--- src/verilog/hrs_pkg.sv ---
package hrs_pkg;
   localparam int unsigned CLK_HZ = 40000000;
   localparam int unsigned OPER_US = 500;
   localparam int unsigned INACT_NS = 2000;
   localparam int unsigned ATTACH_MS = 100;
   localparam int unsigned EE_LOAD_US = 99500;
   localparam int unsigned SMB_LOAD_MS = 300;
   localparam int unsigned REQ_MS = 5;
   localparam int unsigned STRAP_NS = 1400;
   // Nanosecond times divide by the 25 ns period and round down to whole cycles.
   localparam int unsigned OPER_CYC = OPER_US * (CLK_HZ / 1000000);
   localparam int unsigned INACT_CYC = INACT_NS / 25;
   localparam int unsigned STRAP_CYC = STRAP_NS / 25;
   localparam int unsigned ATTACH_CYC = ATTACH_MS * (CLK_HZ / 1000);
   localparam int unsigned EE_LOAD_CYC = EE_LOAD_US * (CLK_HZ / 1000000);
   localparam int unsigned SMB_LOAD_CYC = SMB_LOAD_MS * (CLK_HZ / 1000);
   localparam int unsigned REQ_CYC = REQ_MS * (CLK_HZ / 1000);
   localparam int unsigned CNT_W = 24;
   localparam logic [3:0] STRAP_RST = 4'h0;
   localparam logic [6:0] ADDR_RST = 7'h00;
   localparam logic [3:0] PWR_RST = 4'h0;
   typedef enum logic [2:0] {
      HRS_RESET = 3'h0,
      HRS_RECOVER = 3'h1,
      HRS_LOAD = 3'h3,
      HRS_SETUP = 3'h2,
      HRS_RUN = 3'h6,
      HRS_FAIL = 3'h7
   } hrs_state_t;
   typedef enum logic [1:0] {
      HRS_SRC_STRAP = 2'h0,
      HRS_SRC_EEPROM = 2'h1,
      HRS_SRC_SMBUS = 2'h2
   } hrs_src_t;
endpackage : hrs_pkg

--- src/verilog/hrs_sequencer.sv ---
`timescale 1ns/1ps
`default_nettype none
module hrs_sequencer #(
   parameter int unsigned OPER_CYCLES = hrs_pkg::OPER_CYC,
   parameter int unsigned ATTACH_CYCLES = hrs_pkg::ATTACH_CYC,
   parameter int unsigned EE_LOAD_CYCLES = hrs_pkg::EE_LOAD_CYC,
   parameter int unsigned SMB_LOAD_CYCLES = hrs_pkg::SMB_LOAD_CYC,
   parameter int unsigned REQ_CYCLES = hrs_pkg::REQ_CYC
) (
   // Clock and reset
   input wire logic clk,
   input wire logic resetn,
   // Configuration select pins
   input wire logic smbus_disable,
   input wire logic smbus_present,
   input wire logic self_powered,
   // Configuration load handshake
   output logic load_start,
   input wire logic load_done,
   // Strap inputs on the port-A indicator pins
   input wire logic [3:0] host_a_indicator_pins_in,
   output logic [3:0] host_a_indicator_pins_oe,
   // Clock generation
   output logic osc_enable,
   output logic pll_enable,
   // Upstream link
   output logic phy_enable,
   output logic attach,
   input wire logic bus_reset,
   input wire logic suspend_req,
   output logic suspended,
   output logic [6:0] dev_addr,
   output logic configured,
   input wire logic set_addr,
   input wire logic [6:0] set_addr_val,
   input wire logic set_config,
   // Host request timing
   input wire logic req_start,
   input wire logic req_done,
   output logic req_busy,
   output logic req_timeout,
   // Downstream side
   output logic [3:0] port_enable,
   output logic [3:0] port_power_enable,
   input wire logic [3:0] port_power_req,
   output logic tt_flush,
   output logic downstream_reset,
   // Status
   output logic operational,
   output logic [1:0] cfg_source,
   output logic [3:0] strap_value,
   output logic config_error
);
   // ****************************************
   // Pin synchronisers
   // ****************************************
   logic [2:0] brst_sync_q;
   logic [2:0] susp_sync_q;
   logic [2:0] done_sync_q;
   logic brst_q;
   logic susp_q;
   logic done_q;
   logic brst_prev_q;
   logic brst_rise;
   always_ff @(posedge clk) begin
      brst_sync_q <= {brst_sync_q[1:0], bus_reset};
      susp_sync_q <= {susp_sync_q[1:0], suspend_req};
      done_sync_q <= {done_sync_q[1:0], load_done};
   end
   // A change counts once the second and third stages agree.
   always_ff @(posedge clk) begin
      if (!resetn) begin
         brst_q <= 1'b0;
         susp_q <= 1'b0;
         done_q <= 1'b0;
         brst_prev_q <= 1'b0;
      end else begin
         if (brst_sync_q[1] == brst_sync_q[2]) begin
            brst_q <= brst_sync_q[2];
         end
         if (susp_sync_q[1] == susp_sync_q[2]) begin
            susp_q <= susp_sync_q[2];
         end
         if (done_sync_q[1] == done_sync_q[2]) begin
            done_q <= done_sync_q[2];
         end
         brst_prev_q <= brst_q;
      end
   end
   assign brst_rise = brst_q && !brst_prev_q;

   // ****************************************
   // Start-up sequence
   // ****************************************
   hrs_pkg::hrs_state_t state_q;
   hrs_pkg::hrs_src_t src_q;
   logic [hrs_pkg::CNT_W-1:0] cnt_q;
   logic [hrs_pkg::CNT_W-1:0] since_rel_q;
   logic [3:0] strap_q;
   logic strap_taken_q;
   logic start_q;
   always_ff @(posedge clk) begin
      if (!resetn) begin
         state_q <= hrs_pkg::HRS_RESET;
         src_q <= hrs_pkg::HRS_SRC_STRAP;
         cnt_q <= '0;
         start_q <= 1'b0;
      end else begin
         start_q <= 1'b0;
         unique case (state_q)
            hrs_pkg::HRS_RESET: begin
               state_q <= hrs_pkg::HRS_RECOVER;
               cnt_q <= '0;
            end
            hrs_pkg::HRS_RECOVER: begin
               cnt_q <= cnt_q + 1'b1;
               if (cnt_q >= hrs_pkg::CNT_W'(OPER_CYCLES - 1)) begin
                  cnt_q <= '0;
                  state_q <= hrs_pkg::HRS_LOAD;
                  if (smbus_disable) begin
                     src_q <= hrs_pkg::HRS_SRC_STRAP;
                  end else if (smbus_present) begin
                     src_q <= hrs_pkg::HRS_SRC_SMBUS;
                     start_q <= 1'b1;
                  end else begin
                     src_q <= hrs_pkg::HRS_SRC_EEPROM;
                     start_q <= 1'b1;
                  end
               end
            end
            hrs_pkg::HRS_LOAD: begin
               cnt_q <= cnt_q + 1'b1;
               // load limits
               // Strap mode completes once the straps have been captured, or when load_done is seen.
               if ((src_q == hrs_pkg::HRS_SRC_STRAP && strap_taken_q) || done_q) begin
                  cnt_q <= '0;
                  state_q <= hrs_pkg::HRS_SETUP;
               end else if (src_q == hrs_pkg::HRS_SRC_EEPROM &&
                            cnt_q >= hrs_pkg::CNT_W'(EE_LOAD_CYCLES - 1)) begin
                  state_q <= hrs_pkg::HRS_FAIL;
               end else if (src_q == hrs_pkg::HRS_SRC_SMBUS && !self_powered &&
                            cnt_q >= hrs_pkg::CNT_W'(SMB_LOAD_CYCLES - 1)) begin
                  state_q <= hrs_pkg::HRS_FAIL;
               end
            end
            hrs_pkg::HRS_SETUP: begin
               state_q <= hrs_pkg::HRS_RUN;
            end
            hrs_pkg::HRS_RUN: begin
               state_q <= hrs_pkg::HRS_RUN;
            end
            hrs_pkg::HRS_FAIL: begin
               state_q <= hrs_pkg::HRS_FAIL;
            end
            default: begin
               state_q <= hrs_pkg::HRS_RESET;
            end
         endcase
      end
   end
   assign load_start = start_q;

   // ****************************************
   // Strap capture
   // ****************************************
   always_ff @(posedge clk) begin
      if (!resetn) begin
         strap_q <= hrs_pkg::STRAP_RST;
         strap_taken_q <= 1'b0;
         since_rel_q <= '0;
      end else begin
         if (since_rel_q != '1) begin
            since_rel_q <= since_rel_q + 1'b1;
         end
         if (!strap_taken_q && since_rel_q == hrs_pkg::CNT_W'(hrs_pkg::STRAP_CYC / 2)) begin
            strap_q <= host_a_indicator_pins_in;
            strap_taken_q <= 1'b1;
         end
      end
   end
   assign host_a_indicator_pins_oe = '0;

   // ****************************************
   // Upstream device state
   // ****************************************
   logic run;
   logic [6:0] addr_q;
   logic conf_q;
   logic susp_st_q;
   assign run = state_q == hrs_pkg::HRS_RUN;
   always_ff @(posedge clk) begin
      if (!resetn) begin
         addr_q <= hrs_pkg::ADDR_RST;
         conf_q <= 1'b0;
         susp_st_q <= 1'b0;
      end else if (brst_q) begin
         addr_q <= hrs_pkg::ADDR_RST;
         conf_q <= 1'b0;
         susp_st_q <= 1'b0;
      end else if (run) begin
         if (set_addr) begin
            addr_q <= set_addr_val;
         end
         if (set_config) begin
            conf_q <= 1'b1;
         end
         susp_st_q <= susp_q;
      end
   end

   // ****************************************
   // Request completion timer
   // ****************************************
   logic [hrs_pkg::CNT_W-1:0] req_cnt_q;
   logic req_busy_q;
   logic req_to_q;
   always_ff @(posedge clk) begin
      if (!resetn || brst_q) begin
         req_cnt_q <= '0;
         req_busy_q <= 1'b0;
         req_to_q <= 1'b0;
      end else begin
         req_to_q <= 1'b0;
         if (req_busy_q) begin
            req_cnt_q <= req_cnt_q + 1'b1;
            if (req_done || req_cnt_q >= hrs_pkg::CNT_W'(REQ_CYCLES - 1)) begin
               req_busy_q <= 1'b0;
               req_to_q <= !req_done;
            end
         end else if (req_start && run) begin
            req_busy_q <= 1'b1;
            req_cnt_q <= '0;
         end
      end
   end

   // ****************************************
   // Downstream ports
   // ****************************************
   logic [3:0] pwr_q;
   logic flush_q;
   always_ff @(posedge clk) begin
      if (!resetn || brst_q) begin
         pwr_q <= hrs_pkg::PWR_RST;
      end else if (run && conf_q) begin
         pwr_q <= port_power_req;
      end else begin
         pwr_q <= hrs_pkg::PWR_RST;
      end
   end
   always_ff @(posedge clk) begin
      if (!resetn) begin
         flush_q <= 1'b0;
      end else begin
         flush_q <= brst_rise;
      end
   end

   // ****************************************
   // Outputs
   // ****************************************
   // clocks stopped while resetn is low
   assign osc_enable = resetn;
   assign pll_enable = resetn;
   assign phy_enable = resetn && state_q != hrs_pkg::HRS_RESET;
   assign attach = run;
   assign suspended = susp_st_q;
   assign dev_addr = addr_q;
   assign configured = conf_q;
   assign req_busy = req_busy_q;
   assign req_timeout = req_to_q;
   assign port_enable = pwr_q;
   assign port_power_enable = pwr_q;
   assign tt_flush = flush_q;
   assign downstream_reset = 1'b0;
   assign operational = state_q != hrs_pkg::HRS_RESET && state_q != hrs_pkg::HRS_RECOVER;
   assign cfg_source = src_q;
   assign strap_value = strap_q;
   assign config_error = state_q == hrs_pkg::HRS_FAIL;
endmodule : hrs_sequencer
`default_nettype wire

--- config.mk ---
export PLATFORM = sky130hd
export DESIGN_NAME = hrs_sequencer
export DESIGN_NICKNAME = d
export VERILOG_FILES = /design/src/verilog/hrs_pkg.sv /design/src/verilog/hrs_sequencer.sv
export SDC_FILE = /design/constraint.sdc
export NUM_CORES = 1
export LEC_CHECK = 0
export BUFFER_PORTS_ARGS = -buffer_cell sky130_fd_sc_hd__buf_2
export CAP_MARGIN = 10
export CORE_MARGIN = 1.5
export CORE_UTILIZATION = 58
export CTS_CLUSTER_DIAMETER = 200
export DETAILED_ROUTE_END_ITERATION = 8
export GPL_ROUTABILITY_DRIVEN = 0
export MAX_ROUTING_LAYER = met4
export PLACE_DENSITY_LB_ADDON = 0.2
export SYNTH_ARGS = -nofsm -noshare
export SYNTH_HDL_FRONTEND = slang
export SYNTH_SLANG_ARGS = --single-unit
--- constraint.sdc ---
create_clock -name clk -period 2.63 [get_ports clk]
set_input_delay 0.263 -clock clk [delete_from_list [all_inputs] [get_ports clk]]
set_output_delay 0.263 -clock clk [all_outputs]
set_load 0.005 [all_outputs]
Word level (Yosys, flattened, before mapping)
Cells that the tools add are included.
{"block": "word_totals", "in_bits": 27, "reg_bits": 112}
{"block": "op_classes", "magnitude_cmp": 4, "bitwise": 4, "muxes": 16, "add_sub_neg": 3, "n_reduce_logical": 32, "n_eq_ne": 15}
{"cell": "24-bit 2-to-1 mux", "count": 4}
{"cell": "24-bit by 1-bit adder with 24-bit output (second input constant)", "count": 3}
{"cell": "24-bit case mux with 3 select lines", "count": 1}
{"cell": "24-bit by 5-bit == test with 1-bit output (second input constant)", "count": 1}
{"cell": "24-bit by 15-bit >= comparator with 1-bit output (second input constant)", "count": 1}
{"cell": "24-bit by 18-bit >= comparator with 1-bit output (second input constant)", "count": 1}
{"cell": "24-bit by 22-bit >= comparator with 1-bit output (second input constant)", "count": 1}
{"cell": "24-bit >= comparator (second input constant)", "count": 1}
{"cell": "24-bit != test (second input constant)", "count": 1}
{"cell": "3-bit case mux with 5 select lines", "count": 1}
{"cell": "3-bit 2-to-1 mux", "count": 4}
{"cell": "1-bit logical AND", "count": 10}
{"cell": "2-bit AND reduction", "count": 4}
{"cell": "3-bit by 2-bit == test with 1-bit output (second input constant)", "count": 2}
{"cell": "3-bit == test (second input constant)", "count": 2}
{"cell": "3-bit nonzero test", "count": 2}
{"cell": "2-bit OR reduction", "count": 3}
{"cell": "1-bit zero test", "count": 5}
{"cell": "1-bit 2-to-1 mux", "count": 4}
{"cell": "2-bit 2-to-1 mux", "count": 2}
{"cell": "4-bit != test (second input constant)", "count": 1}
{"cell": "1-bit NOT", "count": 4}
{"cell": "1-bit == test", "count": 3}
{"cell": "3-bit by 1-bit == test with 1-bit output (second input constant)", "count": 1}
{"cell": "10 further kinds", "count": 12}

Longest topological paths before layout
Gate-level depths: netlist of the first run.
{"block": "depth", "word_depth": 7, "ltp_mapped": 7}

Worst setup path before layout of the first run
Ideal clock, no wire load.
{"block": "synth_timing", "path_kind": "register -> register", "startpoint": "register cnt_q[0] in the netlist's numbering", "endpoint": "register cnt_q[23] in the netlist's numbering", "synth_period_minus_slack_ps": 1998, "setup_ps": 62, "arrival_ps": 1936, "t_required_ps": 2568, "setup_slack_ps": 632, "stages_incl_launch_ff": 7, "path_cell_list": "dfxtp_1 -> ha_1 -> a41oi_1 -> a211oi_4 -> o31a_2 -> or4_1 -> nand3_1"}
{"block": "synth_via", "elab_chain_len": 3, "elab_cells_between_ends": 5}
{"element": "start, declared", "line_no": "hrs_sequencer.sv:97", "text": "logic [hrs_pkg::CNT_W-1:0] cnt_q;"}
{"element": "start signal, assigned", "line_no": "hrs_sequencer.sv:116", "text": "cnt_q <= cnt_q + 1'b1;"}
{"element": "start signal, assigned", "line_no": "hrs_sequencer.sv:132", "text": "cnt_q <= cnt_q + 1'b1;"}
{"element": "24-bit by 1-bit adder with 24-bit output / 24-bit by 15-bit >= comparator with 1-bit output (equally long branches)", "line_no": "hrs_sequencer.sv:116, hrs_sequencer.sv:132, hrs_sequencer.sv:117"}
{"element": "24-bit 2-to-1 mux (on tied branches)", "line_no": "hrs_sequencer.sv:135, hrs_sequencer.sv:117"}
{"element": "24-bit case mux with 3 select lines *", "line_no": "hrs_sequencer.sv:110", "text": "unique case (state_q)"}
Every way passes the cells marked *; elsewhere a longest branch is shown, timed or not.
A chain may end at the register's enable or synchronous reset.

Worst setup path in the final report of the first run
{"block": "layout_timing", "startpoint": "register cnt_q[14] in the netlist's numbering", "endpoint": "register cnt_q[6] in the netlist's numbering"}
{"block": "layout_via", "elab_chain_len": 3}
{"element": "24-bit by 15-bit >= comparator with 1-bit output", "line_no": "hrs_sequencer.sv:117", "text": "if (cnt_q >= hrs_pkg::CNT_W'(OPER_CYCLES - 1)) begin"}
{"element": "24-bit 2-to-1 mux", "line_no": "hrs_sequencer.sv:117"}
{"element": "24-bit case mux with 3 select lines", "line_no": "hrs_sequencer.sv:110"}
Every way passes these cells.

==> results.cfg, run 1 <==
[route]
viasPerCell = 5.92
ant_nets = 0
vias = 4632
drt_drc_violations_left = 0
routed_wl_um = 11600
wire_per_inst_um = 14.8
dr.pass1.iters = 7
drtIter0Drc = 223

[worst_hold_path]
hold_path.class = input port to flip-flop
holdPathEnd = req_timeout$_SDFF_PP0_
hp-start = req_done
hold_depth = 2

[place]
hpwlAfterDp_um = 8300
dpl.cell_count = 764
port_buffers = 59
postPlaceCellArea_mm2 = 0.00561
dpl_worst_slack_ns = 0.457

[layout]
fillCellCount = 761
n_antenna_cell = 0
area_growth_syn_to_layout_pct = 9.39
mostFrequentLayoutCells = dfxtp_1 (112), nor2_1 (72), nand2_1 (62)
layout.cells.non_filler = 783
final_common_cell = dfxtp_1
drive_gt1_frac = 0.159
fin_area_mm2 = 0.00582
nets = 701

[global_routing]
grt_max_degree = 38
overflow = 0
antenna_found_initial = 0
grt_pass1_vias = 4277
grt.total_usage = 0.248
grt_pass1_wl_um = 19400

[clock_tree]
cts_htree_levels = 3
cts-buffers-inserted = 9
clk_pin_slew_ns = 0.10
cts.sinks = 112
cts-root-buf = clkbuf_8
cts_tree = done
clock_path_buffers = 2
cts_resized = 0
clkLatencyLatePin_ns = 0.37

[logic_synthesis]
synthCells = 622
synth-edff-count = 0
syn-cell-area_mm2 = 0.00532
synth.distinct_cells = 71
ys_warn_count = 0
synth-seq-cells = 112
ys_seq_area_frac = 0.422
async_flop_share = 0
syn_avg_cell_area_um2 = 8.55
ys.flop_type = dfxtp_1

[worst_setup_path]
r2r_cells = 5
cp_slowest_cell = or4b_4
worst_setup_path_start_kind = flip-flop
end_kind = flip-flop
ff2ff_setup_slack_ns = 0.44
crit_fanout = 12
path_class = flip-flop to flip-flop
cp_data_required_time_ns = 2.87
arrival_ns = 2.44
crit_chain = or4b_4, a211oi_4, nor4b_2, o31ai_4, nor2_1
r2r_start = cnt_q[14]$_SDFFE_PN0P_
reg2reg_to = cnt_q[6]$_SDFFE_PN0P_
slowest_delay_ns = 0.52

[status]
run_status = complete, no violations

[floorplanning]
dieWidth_um = 98.7
die_y_um = 98.7
core_mm2 = 0.00881
io-pin-count = 65
fp-row-count = 34
die_area_mm2 = 0.00975
start_util = 0.604

[timing]
maxSlewHeadroom = 0.566
tightestPinTransition_ns = 0.649
fin_ws_ns = 0.437
hold_viol = 0
fmax_ghz = 0.456
finalMaxSlewViolations = 0
finClkSkew_ns = 0.0109
finalSetupViolCount = 0
fin_crit_ns = 2.19
rsz0062_at_grt = no
fin_crit_sh = 0.834
fin_tns_setup_ns = 0

[power]
ir_drop_uv = 316
power_density_mw_per_mm2 = 480
leakage_nw = 2.18

[job]
maxCapViolCount = 0
-- critical path, delay by kind of cell (launching register included) --
kind	cells	cell delay, ns
AOI/OAI and AO/OA	2	0.83
and+or+nand+nor	3	0.77
DFF	1	0.48
-- worst max-delay path by stage --
stage / slack, ns / cells past startpoint / to / from
after floorplan: 0.63 / 6 / cnt_q[23]$_SDFFE_PN0P_ / cnt_q[0]$_SDFFE_PN0P_
after global routing: 0.28 / 5 / cnt_q[11]$_SDFFE_PN0P_ / cnt_q[14]$_SDFFE_PN0P_
final: 0.44 / 5 / cnt_q[6]$_SDFFE_PN0P_ / cnt_q[14]$_SDFFE_PN0P_
after global placement: 0.53 / 6 / cnt_q[18]$_SDFFE_PN0P_ / cnt_q[0]$_SDFFE_PN0P_
after CTS: 0.46 / 5 / cnt_q[6]$_SDFFE_PN0P_ / cnt_q[14]$_SDFFE_PN0P_
after detailed placement: 0.46 / 5 / cnt_q[6]$_SDFFE_PN0P_ / cnt_q[14]$_SDFFE_PN0P_
-- registers in the layout (all words and copies together), names as in the netlist, 2 cells and up --
register / flops
dev_addr: 7
cnt_q: 24
brst_sync_q: 3
susp_sync_q: 3
req_cnt_q: 24
cfg_source: 2
port_enable: 4
done_sync_q: 3
strap_value: 4
state_q: 3
since_rel_q: 24
-- routing by layer --
metal  routed length [um]  up-vias  track usage
li1                     -     2325            -
met1                 5290     2164        0.308
met2                 5630      129        0.410
met3                  566       14       0.0546
met4                  112        0       0.0626
met5                    0        -            -
-- synthesized netlist by cell type (all sizes together), types with 7 or more instances --
library cell  count  area [um2]
dfxtp           112        2240
nor2             72         270
nand2            62         233
nand3            36         180
a21oi            34         174
and3             23         145
nand4            21         131
clkbuf           19        81.3
xor2             19         166
buf              18         135
nor3             16        85.1
xnor2            15         131
nor4             14         106
o21ai            14        70.1
inv              11        41.3
and2             10        62.6
o31ai             9        86.3
or3               9        56.3
mux2i             8        80.1
o211ai            7        52.6
-- report_power, final --
part	internal (mW)	switching, mW	total, mW
combinational	0.0410	0.0646	0.106
clock	0.361	0.596	0.957
sequential	1.71	0.0144	1.73
total	2.12	0.675	2.79
-- area by class of cell --
type | count | area, um2 | area share
multi-input combinational | 466 | 2830 | 0.487
sequential | 112 | 2240 | 0.386
timing repair buffer | 70 | 385 | 0.0663
tap | 108 | 135 | 0.0232
clock buffer | 10 | 128 | 0.0219
clock inverter | 6 | 52.6 | 0.00904
inverter | 11 | 41.3 | 0.00710
-- timing repair --
item / 4_1_cts / 5_1_grt
hold endpoints to repair: 3 / 0
hold buffers: 3 / 0
buffers inserted: 0 / 0
-- cells by family (layout without fill, tap and decap cells) --
group / after synthesis / after routing / share of synthesized area
compound gates: 105 / 105 / 0.136
flops: 112 / 112 / 0.422
simple gates: 307 / 307 / 0.306
fa+ha+maj: 4 / 4 / 0.00941
mux: 11 / 11 / 0.0214
buf+inv: 48 / 97 / 0.0485
xor+xnor: 34 / 34 / 0.0560
other cells: 1 / 5 / 0.000705
-- per-stage QoR --
stage	hold slack [ns]	util	total power, mW
2_1_floorplan	0.291	-	1.83
3_3_place_gp	0.312	0.637	1.87
3_5_place_dp	0.317	0.637	1.87
4_1_cts	0.0532	0.660	2.82
5_1_grt	0.0530	0.660	2.89
6_report	0.0606	0.660	2.79
(Power assumes the default switching activity.)
==> run 2, diff against run 1 <==
==> constraint.sdc (replaced) <==
create_clock -name clk -period 2.1 [get_ports clk]
set_input_delay 0.21 -clock clk [delete_from_list [all_inputs] [get_ports clk]]
set_output_delay 0.21 -clock clk [all_outputs]
set_load 0.005 [all_outputs]
==> results.cfg, run 2 (synthesized netlist as in run 1, its figures left out) <==
[timing]
finalMaxSlewViolations = 0
finalSetupViolCount = 0
finClkSkew_ns = 0.0108
hold_ws_ns = 0.0150
fin_crit_sh = 0.967
tightestPinTransition_ns = 0.660
fmax_ghz = 0.493
hold_viol = 0
fin_crit_ns = 2.03
maxSlewHeadroom = 0.557
fin_tns_setup_ns = 0
rsz0062_at_grt = no

[worst_setup_path]
r2r_cells = 6
crit_fanout = 6
end_kind = flip-flop
slowest_delay_ns = 0.48
ff2ff_setup_slack_ns = 0.07
cp_top_family = compound AO/OA/AOI/OAI gates
cp_data_required_time_ns = 2.42
path_buf_inv = 0
crit_chain = ha_1, a41oi_2, a211oi_4, o31a_2, or4_1, nand3_1
worst_setup_path_start_kind = flip-flop
critical_path_depth = 6
path_class = flip-flop to flip-flop
cp_slowest_cell = or4_1
arrival_ns = 2.35

[layout]
fin_area_mm2 = 0.00605
final_common_cell = dfxtp_1
layout.cells.non_filler = 803
reg_top3 = cnt_q x24, req_cnt_q x24, since_rel_q x24
area_growth_syn_to_layout_pct = 13.7
fin_util = 0.687
mostFrequentLayoutCells = dfxtp_1 (111), nor2_1 (72), nand2_1 (62)
drive_gt1_frac = 0.187
area.sequential_mm2 = 0.00224
fillCellCount = 739
nets = 721
multi_input_area_mm2 = 0.00286
n_antenna_cell = 0

[route]
routed_wl_um = 12100
dr.pass1.iters = 9
wire_per_inst_um = 15.0
vias = 4805
ant_nets = 0
drt_drc_violations_left = 5
drtIter0Drc = 314
viasPerCell = 5.98

[place]
dpl.cell_count = 783
port_buffers = 59
postPlaceCellArea_mm2 = 0.00577
hpwlAfterDp_um = 8700

[clock_tree]
cts-root-buf = clkbuf_8
clk_pin_slew_ns = 0.11
post-cts-setup-buffers = 0
cts_htree_levels = 3
clock_path_buffers = 2
cts-buffers-inserted = 9
clkLatencyLatePin_ns = 0.37
cts.sinks = 112
cts_tree = done

[floorplanning]
die_area_mm2 = 0.00975
fp-row-count = 34
die_y_um = 98.7
start_util = 0.604
core_mm2 = 0.00881
io-pin-count = 65
dieWidth_um = 98.7

[status]
run_status = finished, violations left
violations = DRC

[global_routing]
grt_pass1_wl_um = 20400
grt_pass1_vias = 4482
grt.total_usage = 0.260
antenna_found_initial = 0
overflow = 0
grt_max_degree = 36

[power]
power_density_mw_per_mm2 = 591
leakage_nw = 2.30
ir_drop_uv = 390

[worst_hold_path]
hold_path.class = input port to flip-flop
hold_depth = 2

[job]
maxCapViolCount = 0
## run 2: power breakdown
group / switching (mW) / internal (mW)
clock network: 0.790 / 0.471
registers: 0.0179 / 2.15
logic: 0.0854 / 0.0643
total: 0.894 / 2.68
## run 2: repair_timing
item                       CTS  global route
setup endpoints to repair    0            10
hold endpoints to repair     4             0
gates resized for setup      0             5
hold buffers                 4             0
## run 2: final timing paths
path | to | start
worst min-delay path | load_start$_SDFF_PN0_ | smbus_disable
worst max register to register | cnt_q[18]$_SDFFE_PN0P_ | cnt_q[0]$_SDFFE_PN0P_
worst max-delay path | cnt_q[18]$_SDFFE_PN0P_ | cnt_q[0]$_SDFFE_PN0P_
worst min register to register | brst_sync_q[1]$_DFF_P_ | brst_sync_q[0]$_DFF_P_
## run 2: through the flow
stage / setup slack [ns] / total power, mW
after floorplan: 0.102 / 2.30
after global placement: 0.0509 / 2.35
after detailed placement: 0.0263 / 2.36
after CTS: 0.00386 / 3.61
after global routing: 0.00845 / 3.70
final: 0.0701 / 3.58
## run 2: layer usage
metal / routed length, um / up-vias / GRT usage
met5: 0 / - / -
met4: 155 / 0 / 0.0780
met3: 626 / 20 / 0.0504
met2: 5890 / 154 / 0.427
met1: 5390 / 2256 / 0.326
li1: - / 2375 / -
## run 2: layout make-up
cell class | count | share of cell area
Clock inverter | 7 | 0.0128
Sequential cell | 112 | 0.371
Inverter | 11 | 0.00683
Clock buffer | 9 | 0.0205
Tap cell | 108 | 0.0224
Timing Repair Buffer | 90 | 0.0931
Multi-Input combinational cell | 466 | 0.473
## run 2: worst reg2reg max path, delay by kind of cell, from the launching register on
kind | cells | cell delay, ns
AOI/OAI and AO/OA | 3 | 0.83
adders and majority gates | 1 | 0.24
and+or+nand+nor | 2 | 0.57
DFF | 1 | 0.35
